## src/nmp_pkg.sv

```systemverilog
// nmp_pkg: shared constants and types of the memory protection fuse block.
// assumes a 32-bit apb register bus and 22-bit program memory addresses.
package nmp_pkg;

    // register indices; byte address on apb is four times the index
    localparam logic [23:0] NMP_IDX_CODE_PROTECT_HIGH = 24'h300009;
    localparam logic [23:0] NMP_IDX_WRITE_PROTECT_LOW = 24'h30000A;
    localparam logic [23:0] NMP_IDX_WRITE_PROTECT_HIGH = 24'h30000B;
    localparam logic [23:0] NMP_IDX_TABLE_READ_PROTECT_LOW = 24'h30000C;
    localparam logic [23:0] NMP_IDX_ERASE_CTRL = 24'h300010;
    localparam logic [23:0] NMP_IDX_STATUS = 24'h300011;
    localparam logic [5:0] NMP_ADDR_TOP_ZERO = 6'h00;

    // implemented bit masks of the four fuse bytes
    localparam logic [7:0] NMP_IMPL_CPH = 8'hC0;
    localparam logic [7:0] NMP_IMPL_WPL = 8'h0F;
    localparam logic [7:0] NMP_IMPL_WPH = 8'hE0;
    localparam logic [7:0] NMP_IMPL_TRL = 8'h0F;
    localparam logic [7:0] NMP_FUSE_ERASED = 8'hFF;
    localparam logic [7:0] NMP_BLK3_MASK = 8'h08;
    localparam logic [7:0] NMP_ZERO_BYTE = 8'h00;

    // field positions
    localparam int NMP_BIT_EEPROM_CODE = 7;
    localparam int NMP_BIT_BOOT_CODE = 6;
    localparam int NMP_BIT_EEPROM_WRITE = 7;
    localparam int NMP_BIT_BOOT_WRITE = 6;
    localparam int NMP_BIT_CFG_WRITE = 5;
    localparam int NMP_BIT_ERASE_GO = 0;
    localparam int NMP_BIT_DENY_STICKY = 1;

    // address map of guarded regions
    localparam logic [21:0] NMP_BOOT_END = 22'h0007FF;
    localparam logic [21:0] NMP_BLK_END = 22'h00FFFF;
    localparam logic [21:0] NMP_CFG_BASE = 22'h300000;
    localparam logic [21:0] NMP_CFG_END = 22'h3000FF;

    typedef enum logic [2:0] {
        RGN_BOOT = 3'h0,
        RGN_BLK0 = 3'h1,
        RGN_BLK1 = 3'h2,
        RGN_BLK2 = 3'h3,
        RGN_BLK3 = 3'h4,
        RGN_CFG = 3'h5,
        RGN_OTHER = 3'h6
    } nmp_region_e;

    // access kinds presented by the core or the programmer
    typedef enum logic [2:0] {
        KIND_TBLRD = 3'h0,
        KIND_WRITE = 3'h1,
        KIND_EE_WRITE = 3'h2,
        KIND_EE_EXTREAD = 3'h3,
        KIND_EXT_READ = 3'h4
    } nmp_kind_e;

endpackage

```

## src/nmp_region_decode.sv

```systemverilog
// nmp_region_decode: maps a program address onto its guarded region.
// assumes a 22-bit table pointer address; purely combinational.
`timescale 1ns/100ps
module nmp_region_decode (
    input wire logic [21:0] addr,
    output nmp_pkg::nmp_region_e region
);
    import nmp_pkg::*;

    // boot block is carved out of the bottom of block 0
    always_comb begin
        if (addr <= NMP_BOOT_END) begin
            region = RGN_BOOT;
        end else if (addr <= NMP_BLK_END) begin
            case (addr[15:14])
                2'h0: region = RGN_BLK0;
                2'h1: region = RGN_BLK1;
                2'h2: region = RGN_BLK2;
                default: region = RGN_BLK3;
            endcase
        end else if (addr >= NMP_CFG_BASE && addr <= NMP_CFG_END) begin
            region = RGN_CFG;
        end else begin
            region = RGN_OTHER;
        end
    end
endmodule

```

## src/nmp_fuse_byte.sv

```systemverilog
// nmp_fuse_byte: one clear-only fuse byte with erase back to all ones.
// assumes clear and erase strobes are one-cycle pulses on core_clk.
`timescale 1ns/100ps
module nmp_fuse_byte #(
    parameter logic [7:0] IMPL = 8'hFF
) (
    input wire logic core_clk,
    input wire logic reset,
    input wire logic clearEn,
    input wire logic [7:0] clearData,
    input wire logic eraseEn,
    input wire logic [7:0] forceMask,
    output logic [7:0] value
);
    import nmp_pkg::*;

    logic [7:0] fuse_reg;

    // programming only moves a bit 1 to 0; only erase or reset brings it back
    always_ff @(posedge core_clk) begin
        if (reset || eraseEn) begin
            fuse_reg <= NMP_FUSE_ERASED;
        end else if (clearEn) begin
            fuse_reg <= fuse_reg & (clearData | ~IMPL);
        end
    end

    // forced bits stay set on parts where they do not exist
    assign value = (fuse_reg | forceMask) & IMPL;
endmodule

```

## src/nmp_protect_top.sv

```systemverilog
// nmp_protect_top: protection fuses for boot block, program blocks,
// data eeprom and configuration space, with access checking.
// assumes an apb master on core_clk and a core that waits for rspValid.
//
// Design decision made here: register access over APB.
`timescale 1ns/100ps
module nmp_protect_top (
    input wire logic core_clk,
    input wire logic reset,
    input wire logic psel,
    input wire logic penable,
    input wire logic pwrite,
    input wire logic [31:0] paddr,
    input wire logic [31:0] pwdata,
    output logic [31:0] prdata,
    output logic pready,
    output logic pslverr,
    input wire logic smallPart,
    input wire logic reqValid,
    input wire nmp_pkg::nmp_kind_e reqKind,
    input wire logic [21:0] reqAddr,
    input wire logic [21:0] reqPcAddr,
    output logic rspValid,
    output logic rspAllow,
    output logic memWriteEn,
    output logic eepromCodeGuarded,
    output logic bootCodeGuarded
);
    import nmp_pkg::*;

    logic smallMeta_reg;
    logic smallSync_reg;
    logic denied_reg;
    logic [7:0] cph;
    logic [7:0] wpl;
    logic [7:0] wph;
    logic [7:0] trl;
    logic [7:0] blk3Force;
    logic [23:0] idx;
    logic idxOk;
    logic mapped;
    logic setup;
    logic access;
    logic apbWr;
    logic cfgWr;
    logic eraseCmd;
    logic denyClear;
    logic [7:0] rdByte;
    nmp_region_e tgtRgn;
    nmp_region_e srcRgn;
    logic allowNext;
    logic isWrite;

    // strap pin crosses in from outside; only the second stage is used
    always_ff @(posedge core_clk) begin
        if (reset) begin
            smallMeta_reg <= 1'b0;
            smallSync_reg <= 1'b0;
        end else begin
            smallMeta_reg <= smallPart;
            smallSync_reg <= smallMeta_reg;
        end
    end

    // block 3 guards do not exist on the small part; held at one
    assign blk3Force = smallSync_reg ? NMP_BLK3_MASK : NMP_ZERO_BYTE;

    // apb decode; the top address bits must be zero for a hit
    assign idx = paddr[25:2];
    assign idxOk = (paddr[31:26] == NMP_ADDR_TOP_ZERO) && (paddr[1:0] == 2'h0);
    assign mapped = idxOk && ((idx == NMP_IDX_CODE_PROTECT_HIGH)
        || (idx == NMP_IDX_WRITE_PROTECT_LOW) || (idx == NMP_IDX_WRITE_PROTECT_HIGH)
        || (idx == NMP_IDX_TABLE_READ_PROTECT_LOW) || (idx == NMP_IDX_ERASE_CTRL)
        || (idx == NMP_IDX_STATUS));
    assign setup = psel && !penable;
    assign access = psel && penable && pready;
    assign apbWr = access && pwrite && mapped;

    // fuse programming is refused while config writes are guarded
    assign cfgWr = apbWr && wph[NMP_BIT_CFG_WRITE];
    // erase ignores every guard, as a full device erase must
    assign eraseCmd = apbWr && (idx == NMP_IDX_ERASE_CTRL) && pwdata[NMP_BIT_ERASE_GO];
    assign denyClear = apbWr && (idx == NMP_IDX_STATUS) && pwdata[NMP_BIT_DENY_STICKY];

    // the four fuse bytes; each clears only on its own index
    nmp_fuse_byte #(.IMPL(NMP_IMPL_CPH)) u_cph (
        .core_clk(core_clk),
        .reset(reset),
        .clearEn(cfgWr && (idx == NMP_IDX_CODE_PROTECT_HIGH)),
        .clearData(pwdata[7:0]),
        .eraseEn(eraseCmd),
        .forceMask(NMP_ZERO_BYTE),
        .value(cph)
    );

    nmp_fuse_byte #(.IMPL(NMP_IMPL_WPL)) u_wpl (
        .core_clk(core_clk),
        .reset(reset),
        .clearEn(cfgWr && (idx == NMP_IDX_WRITE_PROTECT_LOW)),
        .clearData(pwdata[7:0]),
        .eraseEn(eraseCmd),
        .forceMask(blk3Force),
        .value(wpl)
    );

    nmp_fuse_byte #(.IMPL(NMP_IMPL_WPH)) u_wph (
        .core_clk(core_clk),
        .reset(reset),
        .clearEn(cfgWr && (idx == NMP_IDX_WRITE_PROTECT_HIGH)),
        .clearData(pwdata[7:0]),
        .eraseEn(eraseCmd),
        .forceMask(NMP_ZERO_BYTE),
        .value(wph)
    );

    nmp_fuse_byte #(.IMPL(NMP_IMPL_TRL)) u_trl (
        .core_clk(core_clk),
        .reset(reset),
        .clearEn(cfgWr && (idx == NMP_IDX_TABLE_READ_PROTECT_LOW)),
        .clearData(pwdata[7:0]),
        .eraseEn(eraseCmd),
        .forceMask(blk3Force),
        .value(trl)
    );

    // read mux; fuse values are already masked to implemented bits
    always_comb begin
        case (idx)
            NMP_IDX_CODE_PROTECT_HIGH: rdByte = cph;
            NMP_IDX_WRITE_PROTECT_LOW: rdByte = wpl;
            NMP_IDX_WRITE_PROTECT_HIGH: rdByte = wph;
            NMP_IDX_TABLE_READ_PROTECT_LOW: rdByte = trl;
            NMP_IDX_STATUS: rdByte = {6'h00, denied_reg, smallSync_reg};
            default: rdByte = NMP_ZERO_BYTE;
        endcase
    end

    // answer one cycle after setup: pready and data are both registered
    always_ff @(posedge core_clk) begin
        if (reset) begin
            pready <= 1'b0;
            pslverr <= 1'b0;
            prdata <= 32'h00000000;
        end else begin
            pready <= setup;
            pslverr <= setup && !mapped;
            prdata <= (setup && !pwrite && mapped) ? {24'h000000, rdByte} : 32'h00000000;
        end
    end

    // classify the target and the code that issues the access
    nmp_region_decode u_tgt (
        .addr(reqAddr),
        .region(tgtRgn)
    );

    nmp_region_decode u_src (
        .addr(reqPcAddr),
        .region(srcRgn)
    );

    assign isWrite = (reqKind == KIND_WRITE) || (reqKind == KIND_EE_WRITE);

    // access decision; a guard bit at zero means protected
    always_comb begin
        allowNext = 1'b1;
        case (reqKind)
            KIND_TBLRD: begin
                // reads from inside the same block are always allowed
                if (tgtRgn != srcRgn) begin
                    case (tgtRgn)
                        RGN_BLK0: allowNext = trl[0];
                        RGN_BLK1: allowNext = trl[1];
                        RGN_BLK2: allowNext = trl[2];
                        RGN_BLK3: allowNext = trl[3];
                        default: allowNext = 1'b1;
                    endcase
                end
            end
            KIND_WRITE: begin
                case (tgtRgn)
                    RGN_BOOT: allowNext = wph[NMP_BIT_BOOT_WRITE];
                    RGN_BLK0: allowNext = wpl[0];
                    RGN_BLK1: allowNext = wpl[1];
                    RGN_BLK2: allowNext = wpl[2];
                    RGN_BLK3: allowNext = wpl[3];
                    RGN_CFG: allowNext = wph[NMP_BIT_CFG_WRITE];
                    default: allowNext = 1'b1;
                endcase
            end
            KIND_EE_WRITE: allowNext = wph[NMP_BIT_EEPROM_WRITE];
            KIND_EE_EXTREAD: allowNext = cph[NMP_BIT_EEPROM_CODE];
            KIND_EXT_READ: begin
                // only the boot block is code-guarded; other external reads are allowed
                allowNext = (tgtRgn != RGN_BOOT) || cph[NMP_BIT_BOOT_CODE];
            end
            default: allowNext = 1'b1;
        endcase
    end

    // registered answer, one cycle after the request
    always_ff @(posedge core_clk) begin
        if (reset) begin
            rspValid <= 1'b0;
            rspAllow <= 1'b0;
            memWriteEn <= 1'b0;
        end else begin
            rspValid <= reqValid;
            rspAllow <= reqValid && allowNext;
            // a refused write never reaches the array, so nothing changes
            memWriteEn <= reqValid && allowNext && isWrite;
        end
    end

    // sticky refusal flag; a new refusal wins over a clear
    always_ff @(posedge core_clk) begin
        if (reset) begin
            denied_reg <= 1'b0;
        end else if (reqValid && !allowNext) begin
            denied_reg <= 1'b1;
        end else if (denyClear) begin
            denied_reg <= 1'b0;
        end
    end

    // code guard levels for the neighbouring read-out logic
    always_ff @(posedge core_clk) begin
        if (reset) begin
            eepromCodeGuarded <= 1'b0;
            bootCodeGuarded <= 1'b0;
        end else begin
            eepromCodeGuarded <= !cph[NMP_BIT_EEPROM_CODE];
            bootCodeGuarded <= !cph[NMP_BIT_BOOT_CODE];
        end
    end

    a_eeprom_code_deny:
    assert property (@(posedge core_clk) disable iff (reset)
        (reqValid && reqKind == KIND_EE_EXTREAD && !cph[7]) |=> (rspValid && !rspAllow))
    else $error("eeprom read allowed while code guarded");

    a_boot_code_deny:
    assert property (@(posedge core_clk) disable iff (reset)
        (reqValid && reqKind == KIND_EXT_READ && reqAddr <= 22'h0007FF)
        |=> (rspAllow == $past(cph[6])))
    else $error("boot outside read decision wrong");

    a_unimpl_reads_zero:
    assert property (@(posedge core_clk) disable iff (reset)
        (setup && !pwrite && idxOk && idx == NMP_IDX_WRITE_PROTECT_HIGH)
        |=> (pready && prdata[4:0] == 5'h00 && prdata[31:8] == 24'h000000))
    else $error("unimplemented bits read nonzero");

    a_blk3_write_guard:
    assert property (@(posedge core_clk) disable iff (reset)
        (reqValid && reqKind == KIND_WRITE && reqAddr[21:14] == 8'h03 && !wpl[3])
        |=> (!rspAllow && !memWriteEn))
    else $error("block 3 write passed while guarded");

    a_blk0_write_guard:
    assert property (@(posedge core_clk) disable iff (reset)
        (reqValid && reqKind == KIND_WRITE && reqAddr >= 22'h000800
        && reqAddr <= 22'h003FFF) |=> (memWriteEn == $past(wpl[0])))
    else $error("block 0 write decision wrong");

    a_blk1_write_guard:
    assert property (@(posedge core_clk) disable iff (reset)
        (reqValid && reqKind == KIND_WRITE && reqAddr >= 22'h004000
        && reqAddr <= 22'h007FFF) |=> (memWriteEn == $past(wpl[1])))
    else $error("block 1 write decision wrong");

    a_blk2_write_guard:
    assert property (@(posedge core_clk) disable iff (reset)
        (reqValid && reqKind == KIND_WRITE && reqAddr >= 22'h008000
        && reqAddr <= 22'h00BFFF) |=> (memWriteEn == $past(wpl[2])))
    else $error("block 2 write decision wrong");

    a_boot_write_guard:
    assert property (@(posedge core_clk) disable iff (reset)
        (reqValid && reqKind == KIND_WRITE && reqAddr <= 22'h0007FF)
        |=> (memWriteEn == $past(wph[6])))
    else $error("boot block write decision wrong");

    a_eeprom_write_guard:
    assert property (@(posedge core_clk) disable iff (reset)
        (reqValid && reqKind == KIND_EE_WRITE) |=> (memWriteEn == $past(wph[7])))
    else $error("eeprom write decision wrong");

    a_cfg_write_guard:
    assert property (@(posedge core_clk) disable iff (reset)
        (apbWr && !wph[5] && idx != NMP_IDX_ERASE_CTRL)
        |=> ({cph, wpl, wph, trl} == $past({cph, wpl, wph, trl})))
    else $error("fuse changed while config space guarded");

    a_blk3_read_guard:
    assert property (@(posedge core_clk) disable iff (reset)
        (reqValid && reqKind == KIND_TBLRD && reqAddr[21:14] == 8'h03)
        |=> (rspAllow == ($past(trl[3]) || $past(reqPcAddr[21:14]) == 8'h03)))
    else $error("block 3 table read decision wrong");

    a_blk2_read_guard:
    assert property (@(posedge core_clk) disable iff (reset)
        (reqValid && reqKind == KIND_TBLRD && reqAddr[21:14] == 8'h02 && !trl[2]
        && reqPcAddr[21:14] != 8'h02) |=> (rspValid && !rspAllow))
    else $error("block 2 table read passed while guarded");

    a_blk1_read_guard:
    assert property (@(posedge core_clk) disable iff (reset)
        (reqValid && reqKind == KIND_TBLRD && reqAddr[21:14] == 8'h01 && !trl[1]
        && reqPcAddr[21:14] != 8'h01) |=> (rspValid && !rspAllow))
    else $error("block 1 table read passed while guarded");

    a_blk0_read_guard:
    assert property (@(posedge core_clk) disable iff (reset)
        (reqValid && reqKind == KIND_TBLRD && reqAddr >= 22'h000800
        && reqAddr <= 22'h003FFF && !trl[0]
        && !(reqPcAddr >= 22'h000800 && reqPcAddr <= 22'h003FFF))
        |=> (rspValid && !rspAllow))
    else $error("block 0 table read passed while guarded");

    a_erase_restores:
    assert property (@(posedge core_clk) disable iff (reset)
        eraseCmd |=> (cph == NMP_IMPL_CPH && wpl == NMP_IMPL_WPL
        && wph == NMP_IMPL_WPH && trl == NMP_IMPL_TRL))
    else $error("erase did not restore fuses");

    a_no_set_by_write:
    assert property (@(posedge core_clk) disable iff (reset)
        !eraseCmd |=> ((wpl & ~$past(wpl) & ~blk3Force) == 8'h00))
    else $error("fuse bit returned to one without erase");

    a_denied_no_write:
    assert property (@(posedge core_clk) disable iff (reset)
        (rspValid && !rspAllow) |-> !memWriteEn)
    else $error("refused access still enabled a write");

    a_small_blk3_set:
    assert property (@(posedge core_clk) disable iff (reset)
        smallSync_reg |-> (wpl[3] && trl[3]))
    else $error("block 3 guards not held set on small part");

endmodule

```

## config.mk

```make
export PLATFORM = sky130hd
export DESIGN_NAME = nmp_protect_top
export DESIGN_NICKNAME = d
export VERILOG_FILES = /design/src/nmp_pkg.sv /design/src/nmp_region_decode.sv /design/src/nmp_fuse_byte.sv /design/src/nmp_protect_top.sv
export SDC_FILE = /design/constraint.sdc
export NUM_CORES = 1
export LEC_CHECK = 0
export BUFFER_PORTS_ARGS = -buffer_cell sky130_fd_sc_hd__buf_2
export CAP_MARGIN = 20
export CORE_MARGIN = 3
export CORE_UTILIZATION = 35
export DETAILED_ROUTE_END_ITERATION = 8
export PLACE_DENSITY = 0.69
export SLEW_MARGIN = 20
export SYNTH_ARGS = -nofsm -noshare
export SYNTH_HDL_FRONTEND = slang
export SYNTH_HIERARCHICAL = 1
export SYNTH_SLANG_ARGS = --single-unit
```

## constraint.sdc

```tcl
create_clock -name core_clk -period 2.93 [get_ports core_clk]
set_input_delay 0.1465 -clock core_clk [delete_from_list [all_inputs] [get_ports core_clk]]
set_output_delay 0.1465 -clock core_clk [all_outputs]
set_load 0.005 [all_outputs]
```

## After elaboration in Yosys (flattened, before gate mapping)

Cells that the tools add are included.

| operators by class | value |
|---|---|
| multiplexer cells | 16 |
| magnitude comparators | 8 |
| equality and inequality tests | 20 |
| bitwise operators | 7 |
| reduce and logical (&&, ||, !) cells | 47 |

Operators with widths:

| kind | number |
|---|---|
| 24-bit by 22-bit equality test with 1-bit output, second input constant | 6 |
| 22-bit >= comparator, second input constant | 2 |
| 22-bit by 11-bit less-or-equal comparator with 1-bit output, second input constant | 2 |
| 22-bit by 16-bit less-or-equal comparator with 1-bit output, second input constant | 2 |
| 22-bit less-or-equal comparator, second input constant | 2 |
| 8-bit one-hot mux with 5 select lines | 1 |
| 8-bit bitwise AND | 4 |
| 1-bit logical AND | 24 |
| 3-bit one-hot mux with 3 select lines | 2 |
| 3-bit by 2-bit equality test with 1-bit output, second input constant | 4 |
| 3-bit 2-to-1 mux | 4 |
| 3-bit equality test, second input constant | 3 |
| 1-bit logical OR | 8 |
| 4-bit bitwise OR | 2 |
| 3-bit by 1-bit equality test with 1-bit output, second input constant | 2 |
| 1-bit logical NOT | 6 |
| 2-bit logical NOT | 3 |
| 3-bit logical NOT | 2 |
| 6-bit logical NOT | 1 |
| 1-bit one-hot mux with 6 select lines | 1 |
| 1-bit one-hot mux with 5 select lines | 1 |
| 2-bit by 1-bit equality test with 1-bit output, second input constant | 2 |
| 2-bit equality test, second input constant | 2 |
| 2-bit 2-to-1 mux | 2 |
| other kinds (8) | 10 |

| storage, ports and cells | value |
|---|---|
| register bits after elaboration | 74 |
| output and inout port bits | 39 |
| bits of input ports | 118 |

## Depth between registers and ports, before layout

| depth | value |
|---|---|
| depth in word-level cells | 12 |
| gate-level depth with buffers | 12 |
| depth with buffers taken out | 11 |

## By module

The synthesis kept the hierarchy.

By module, submodules not included:

| module | area an instance (µm²) | cells an instance | times used |
|---|---|---|---|
| nmp_protect_top | 1441.4 | 173 | 1 |
| nmp_fuse_byte at u_trl ... | 216.5 | 26 | 2 |
| nmp_region_decode at u_tgt | 265.3 | 35 | 1 |
| nmp_region_decode at u_src | 203.9 | 29 | 1 |
| nmp_fuse_byte at u_wph | 175.2 | 22 | 1 |
| nmp_fuse_byte at u_cph | 135.1 | 18 | 1 |

## Worst setup path after synthesis

OpenSTA, ideal clock, no wires.

| path | value |
|---|---|
| kind | input to register |
| from | input reqAddr[14] |
| to | register denied_reg |
| library setup time | 59 ps |
| path slack | 152 ps |
| stages | 12 |
| buffers on the path | 1 |
| data arrival time | 2719 ps |
| path through | inv_1 > ha_1 > or3b_1 > nor4_4 > o21ai_1 > a211oi_2 > buf_2 > nor4b_4 > a211oi_1 > or4b_1 > a31oi_2 > a32o_2 |

| between the ends | value |
|---|---|
| word-level cells in the longest chain between the ends | 12 |
| elaborated cells on any way between the ends | 29 |

Ends and longest elaborated chain:

| item | RTL line | RTL |
|---|---|---|
| start: declaration | nmp_protect_top.sv:21 | `input wire logic [21:0] reqAddr,` |
| 22-bit >= comparator or 22-bit less-or-equal comparator (tied branches) | nmp_region_decode.sv:21 | `end else if (addr >= NMP_CFG_BASE && addr <= NMP_CFG_END) begin` |
| 1-bit logical AND | nmp_region_decode.sv:21 |  |
| 2-bit 2-to-1 mux | nmp_region_decode.sv:21 |  |
| 3-bit 2-to-1 mux | nmp_region_decode.sv:14 | `end else if (addr <= NMP_BLK_END) begin` |
| 3-bit 2-to-1 mux * | nmp_region_decode.sv:12 | `if (addr <= NMP_BOOT_END) begin` |
| via tgtRgn[1] | nmp_protect_top.sv:49 | `nmp_region_e tgtRgn;` |
| 3-bit equality test, or another cell as far along | nmp_protect_top.sv:171, nmp_protect_top.sv:181 |  |
| 1-bit one-hot mux with 4 select lines | nmp_protect_top.sv:171 | `case (tgtRgn)` |
| 1-bit 2-to-1 mux | nmp_protect_top.sv:170 | `if (tgtRgn != srcRgn) begin` |
| 1-bit one-hot mux with 5 select lines * | nmp_protect_top.sv:167 | `case (reqKind)` |
| 1-bit logical NOT * | nmp_protect_top.sv:219 | `end else if (reqValid && !allowNext) begin` |
| 1-bit logical AND * | nmp_protect_top.sv:219 |  |
| 1-bit 2-to-1 mux or 2-bit nonzero test (tied branches) | n/a |  |
| end signal: assignment | nmp_protect_top.sv:218 | `denied_reg <= 1'b0;` |
| end signal: assignment | nmp_protect_top.sv:220 | `denied_reg <= 1'b1;` |
| end signal: assignment | nmp_protect_top.sv:222 | `denied_reg <= 1'b0;` |
| end: declaration | nmp_protect_top.sv:33 | `logic denied_reg;` |

The timed path passes the listed nets; every way through them passes the cells marked *.
A chain may end at the register's enable or synchronous reset.

## Worst setup path in the final report

Ends and elaborated chain as after synthesis.

==> results.toml <==
[status]
outcome = "finished clean"

[drt]
drc = 0
dr.pass1.iters = 4
drtIter0Drc = 119
vias_per_cell = 4.61
dr_total_vias = 2547
routed_wl_um = 6330
wire_per_inst_um = 11.4
ant_nets = 0

[worst_setup_path]
endpoint_kind = "flop"
slowest_delay_ns = 0.54
cp_top_family = "compound AO/OA/AOI/OAI gates"
crit_required_ns = 3.16
cpMostUsedCell = "inv_1"
crit_chain = "buf_2 > inv_1 > ha_1 > inv_1 > or3_1 > a221o_2 > a211oi_2 > buf_4 > a21boi_0 > a211oi_1 > or4b_1 > a31oi_2 > a32o_2"
cp_max_fo = 10
criticalPathCategory = "in -> reg"
crit_slowest_cell = "or4b_1"
crit_arrival_ns = 2.94
start_kind = "input pin"
critPathBufInv = 4

[sta]
tns_ns = 0
max_slew_margin = 0.625
fin_crit_ns = 2.71
hold_violations = 0
post-route-period-util = 0.924
worst_pin_slew_ns = 0.560
slew_violations = 0
rsz0062_at_grt = "false"
final-setup-viol-count = 0
hold_slack_ns = 0.0629
fmax_mhz = 369
worst_clock_skew_ns = 0.00597

[floorplanning]
ios = 157
die_y_um = 93.1
die-area_um2 = 8660
start_util = 0.364
core_um2 = 7290
row_count = 31
die_w_um = 93.1

[clock_tree]
cts_buffers = 5
clockBufferDepth = 2
cts_tree = "built"
postCtsHoldBufs = 0
clock_latency_ns = 0.29
cts.clk_slew.worst_paths_ns = 0.07
cts_sinks = 31
h-tree-depth = 2
cts_root_buf = "clkbuf_8"

[global_routing]
grt_max_degree = 24
track_usage = 0.144
grt_pass1_vias = 2437
grt_pass1_wl_um = 10200
gr-total-overflow = 0
antenna_found_initial = 0

[flow_run]
max_cap_viol_count = 0

[finish]
fin_util = 0.455
design_area_um2 = 3320
drive_gt1_frac = 0.357
largest_reg_flops = 8
final_nets = 579
fill_cells = 802
antenna_cells = 0
area_growth_pct = 25.1

[pwr]
ir_worst_vdd_v = 0.000231
p_leak_uw = 0.00160
pwr_density_cell_nw_per_um2 = 292

[synth]
ys_top_cells_by_count = "buf_4, dfxtp_1, inv_1"
syn_area_per_cell_um2 = 8.07
ys_types = 61
synth_ff_type = "dfxtp_1"
yosysTopAreaCellShare = 0.234
synth_top_area_cell = "dfxtp_1"
synth_seq_area_share = 0.234
synth_area_leaders = "dfxtp_1, buf_4, mux2_2"
synth_warnings = 6
netlist_area_um2 = 2650
synthCells = 329
synth_most_common_cell = "buf_4"
ys_ff_latch = 31
synth_edf_count = 0
ys_async_sr_fraction = 0

[worst_hold_path]
hp-class = "in -> reg"

[placed_design]
globalplace.congestion = 0.890
portBuffers = 107
placed_area_um2 = 3220
dp_hpwl_um = 5290
repair_timing:
item / in CTS / in global routing
resized for setup: 0 / 1
endpoints found under the setup margin: 0 / 2
setup buffers: 0 / 0
worst paths after layout:
check	start	depth (start not counted)	endpoint	slack, ns
setup / recovery	reqAddr[14]	13	denied_reg	0.22
hold / removal	smallPart	2	smallMeta_reg	0.06
setup reg to reg	u_trl/fuse_reg[1]	6	denied_reg	1.03
hold reg to reg	smallMeta_reg	1	smallSync_reg	0.45
power by group:
| group | switching [uW] | leakage [uW] | internal [uW] |
|---|---|---|---|
| clock network | 160 | 0.0000505 | 213 |
| logic | 85.2 | 0.00130 | 81.1 |
| registers | 1.89 | 0.000252 | 426 |
layout by cell type, fill, tap and decap left out, drive strengths merged, types with 2 or more instances in the layout:
cell type	n
a211oi	3
a21boi	3
a21oi	13
a222oi	2
a22o	6
a31oi	2
and3	2
and4	3
buf	118
clkbuf	7
conb	54
dfxtp	31
ha	8
inv	26
mux2	11
nand2	15
nand2b	3
nand3	13
nand3b	6
nand4	7
nor2	19
nor2b	16
nor3	12
nor3b	3
nor4	11
nor4b	3
o21ai	18
o31ai	3
or2	13
or3	5
or3b	2
cell families after synthesis:
| logic type | count (synthesis) | share of synthesized area |
|---|---|---|
| buffers and inverters | 76 | 0.174 |
| other | 5 | 0.00707 |
| AOI/OAI and AO/OA | 58 | 0.156 |
| DFF | 31 | 0.234 |
| xor gates and xnor gates | 2 | 0.00660 |
| and+or+nand+nor | 138 | 0.339 |
| muxes | 11 | 0.0467 |
| adders and majority gates | 8 | 0.0377 |
metrics by stage:
| stage | setup WS, ns | std cells | power (uW) |
|---|---|---|---|
| CTS | 0.187 | 553 | 981 |
| global placement | -0.00343 | 545 | 598 |
| detailed placement | -0.118 | 545 | 603 |
| finish | 0.222 | 553 | 968 |
| floorplan | 0.152 | 378 | 551 |
| global route | 0.0269 | 553 | 1020 |
routing by layer:
layer / vias up / track usage / wire, um
met5: - / 0 / 0
met4: 0 / 0.0537 / 80
met3: 6 / 0.0386 / 554
met2: 99 / 0.254 / 3120
met1: 1128 / 0.166 / 2570
li1: 1314 / - / -
cell type report:
class	count	area, um^2	share of cell area
Timing Repair Buffer	118	618	0.186
Multi-Input combinational cell	271	1760	0.529
Inverter	26	97.6	0.0294
Clock inverter	1	7.51	0.00226
Sequential cell	31	621	0.187
Clock buffer	7	96.3	0.0290
Tap cell	99	124	0.0373
(Power assumes the default switching activity.)
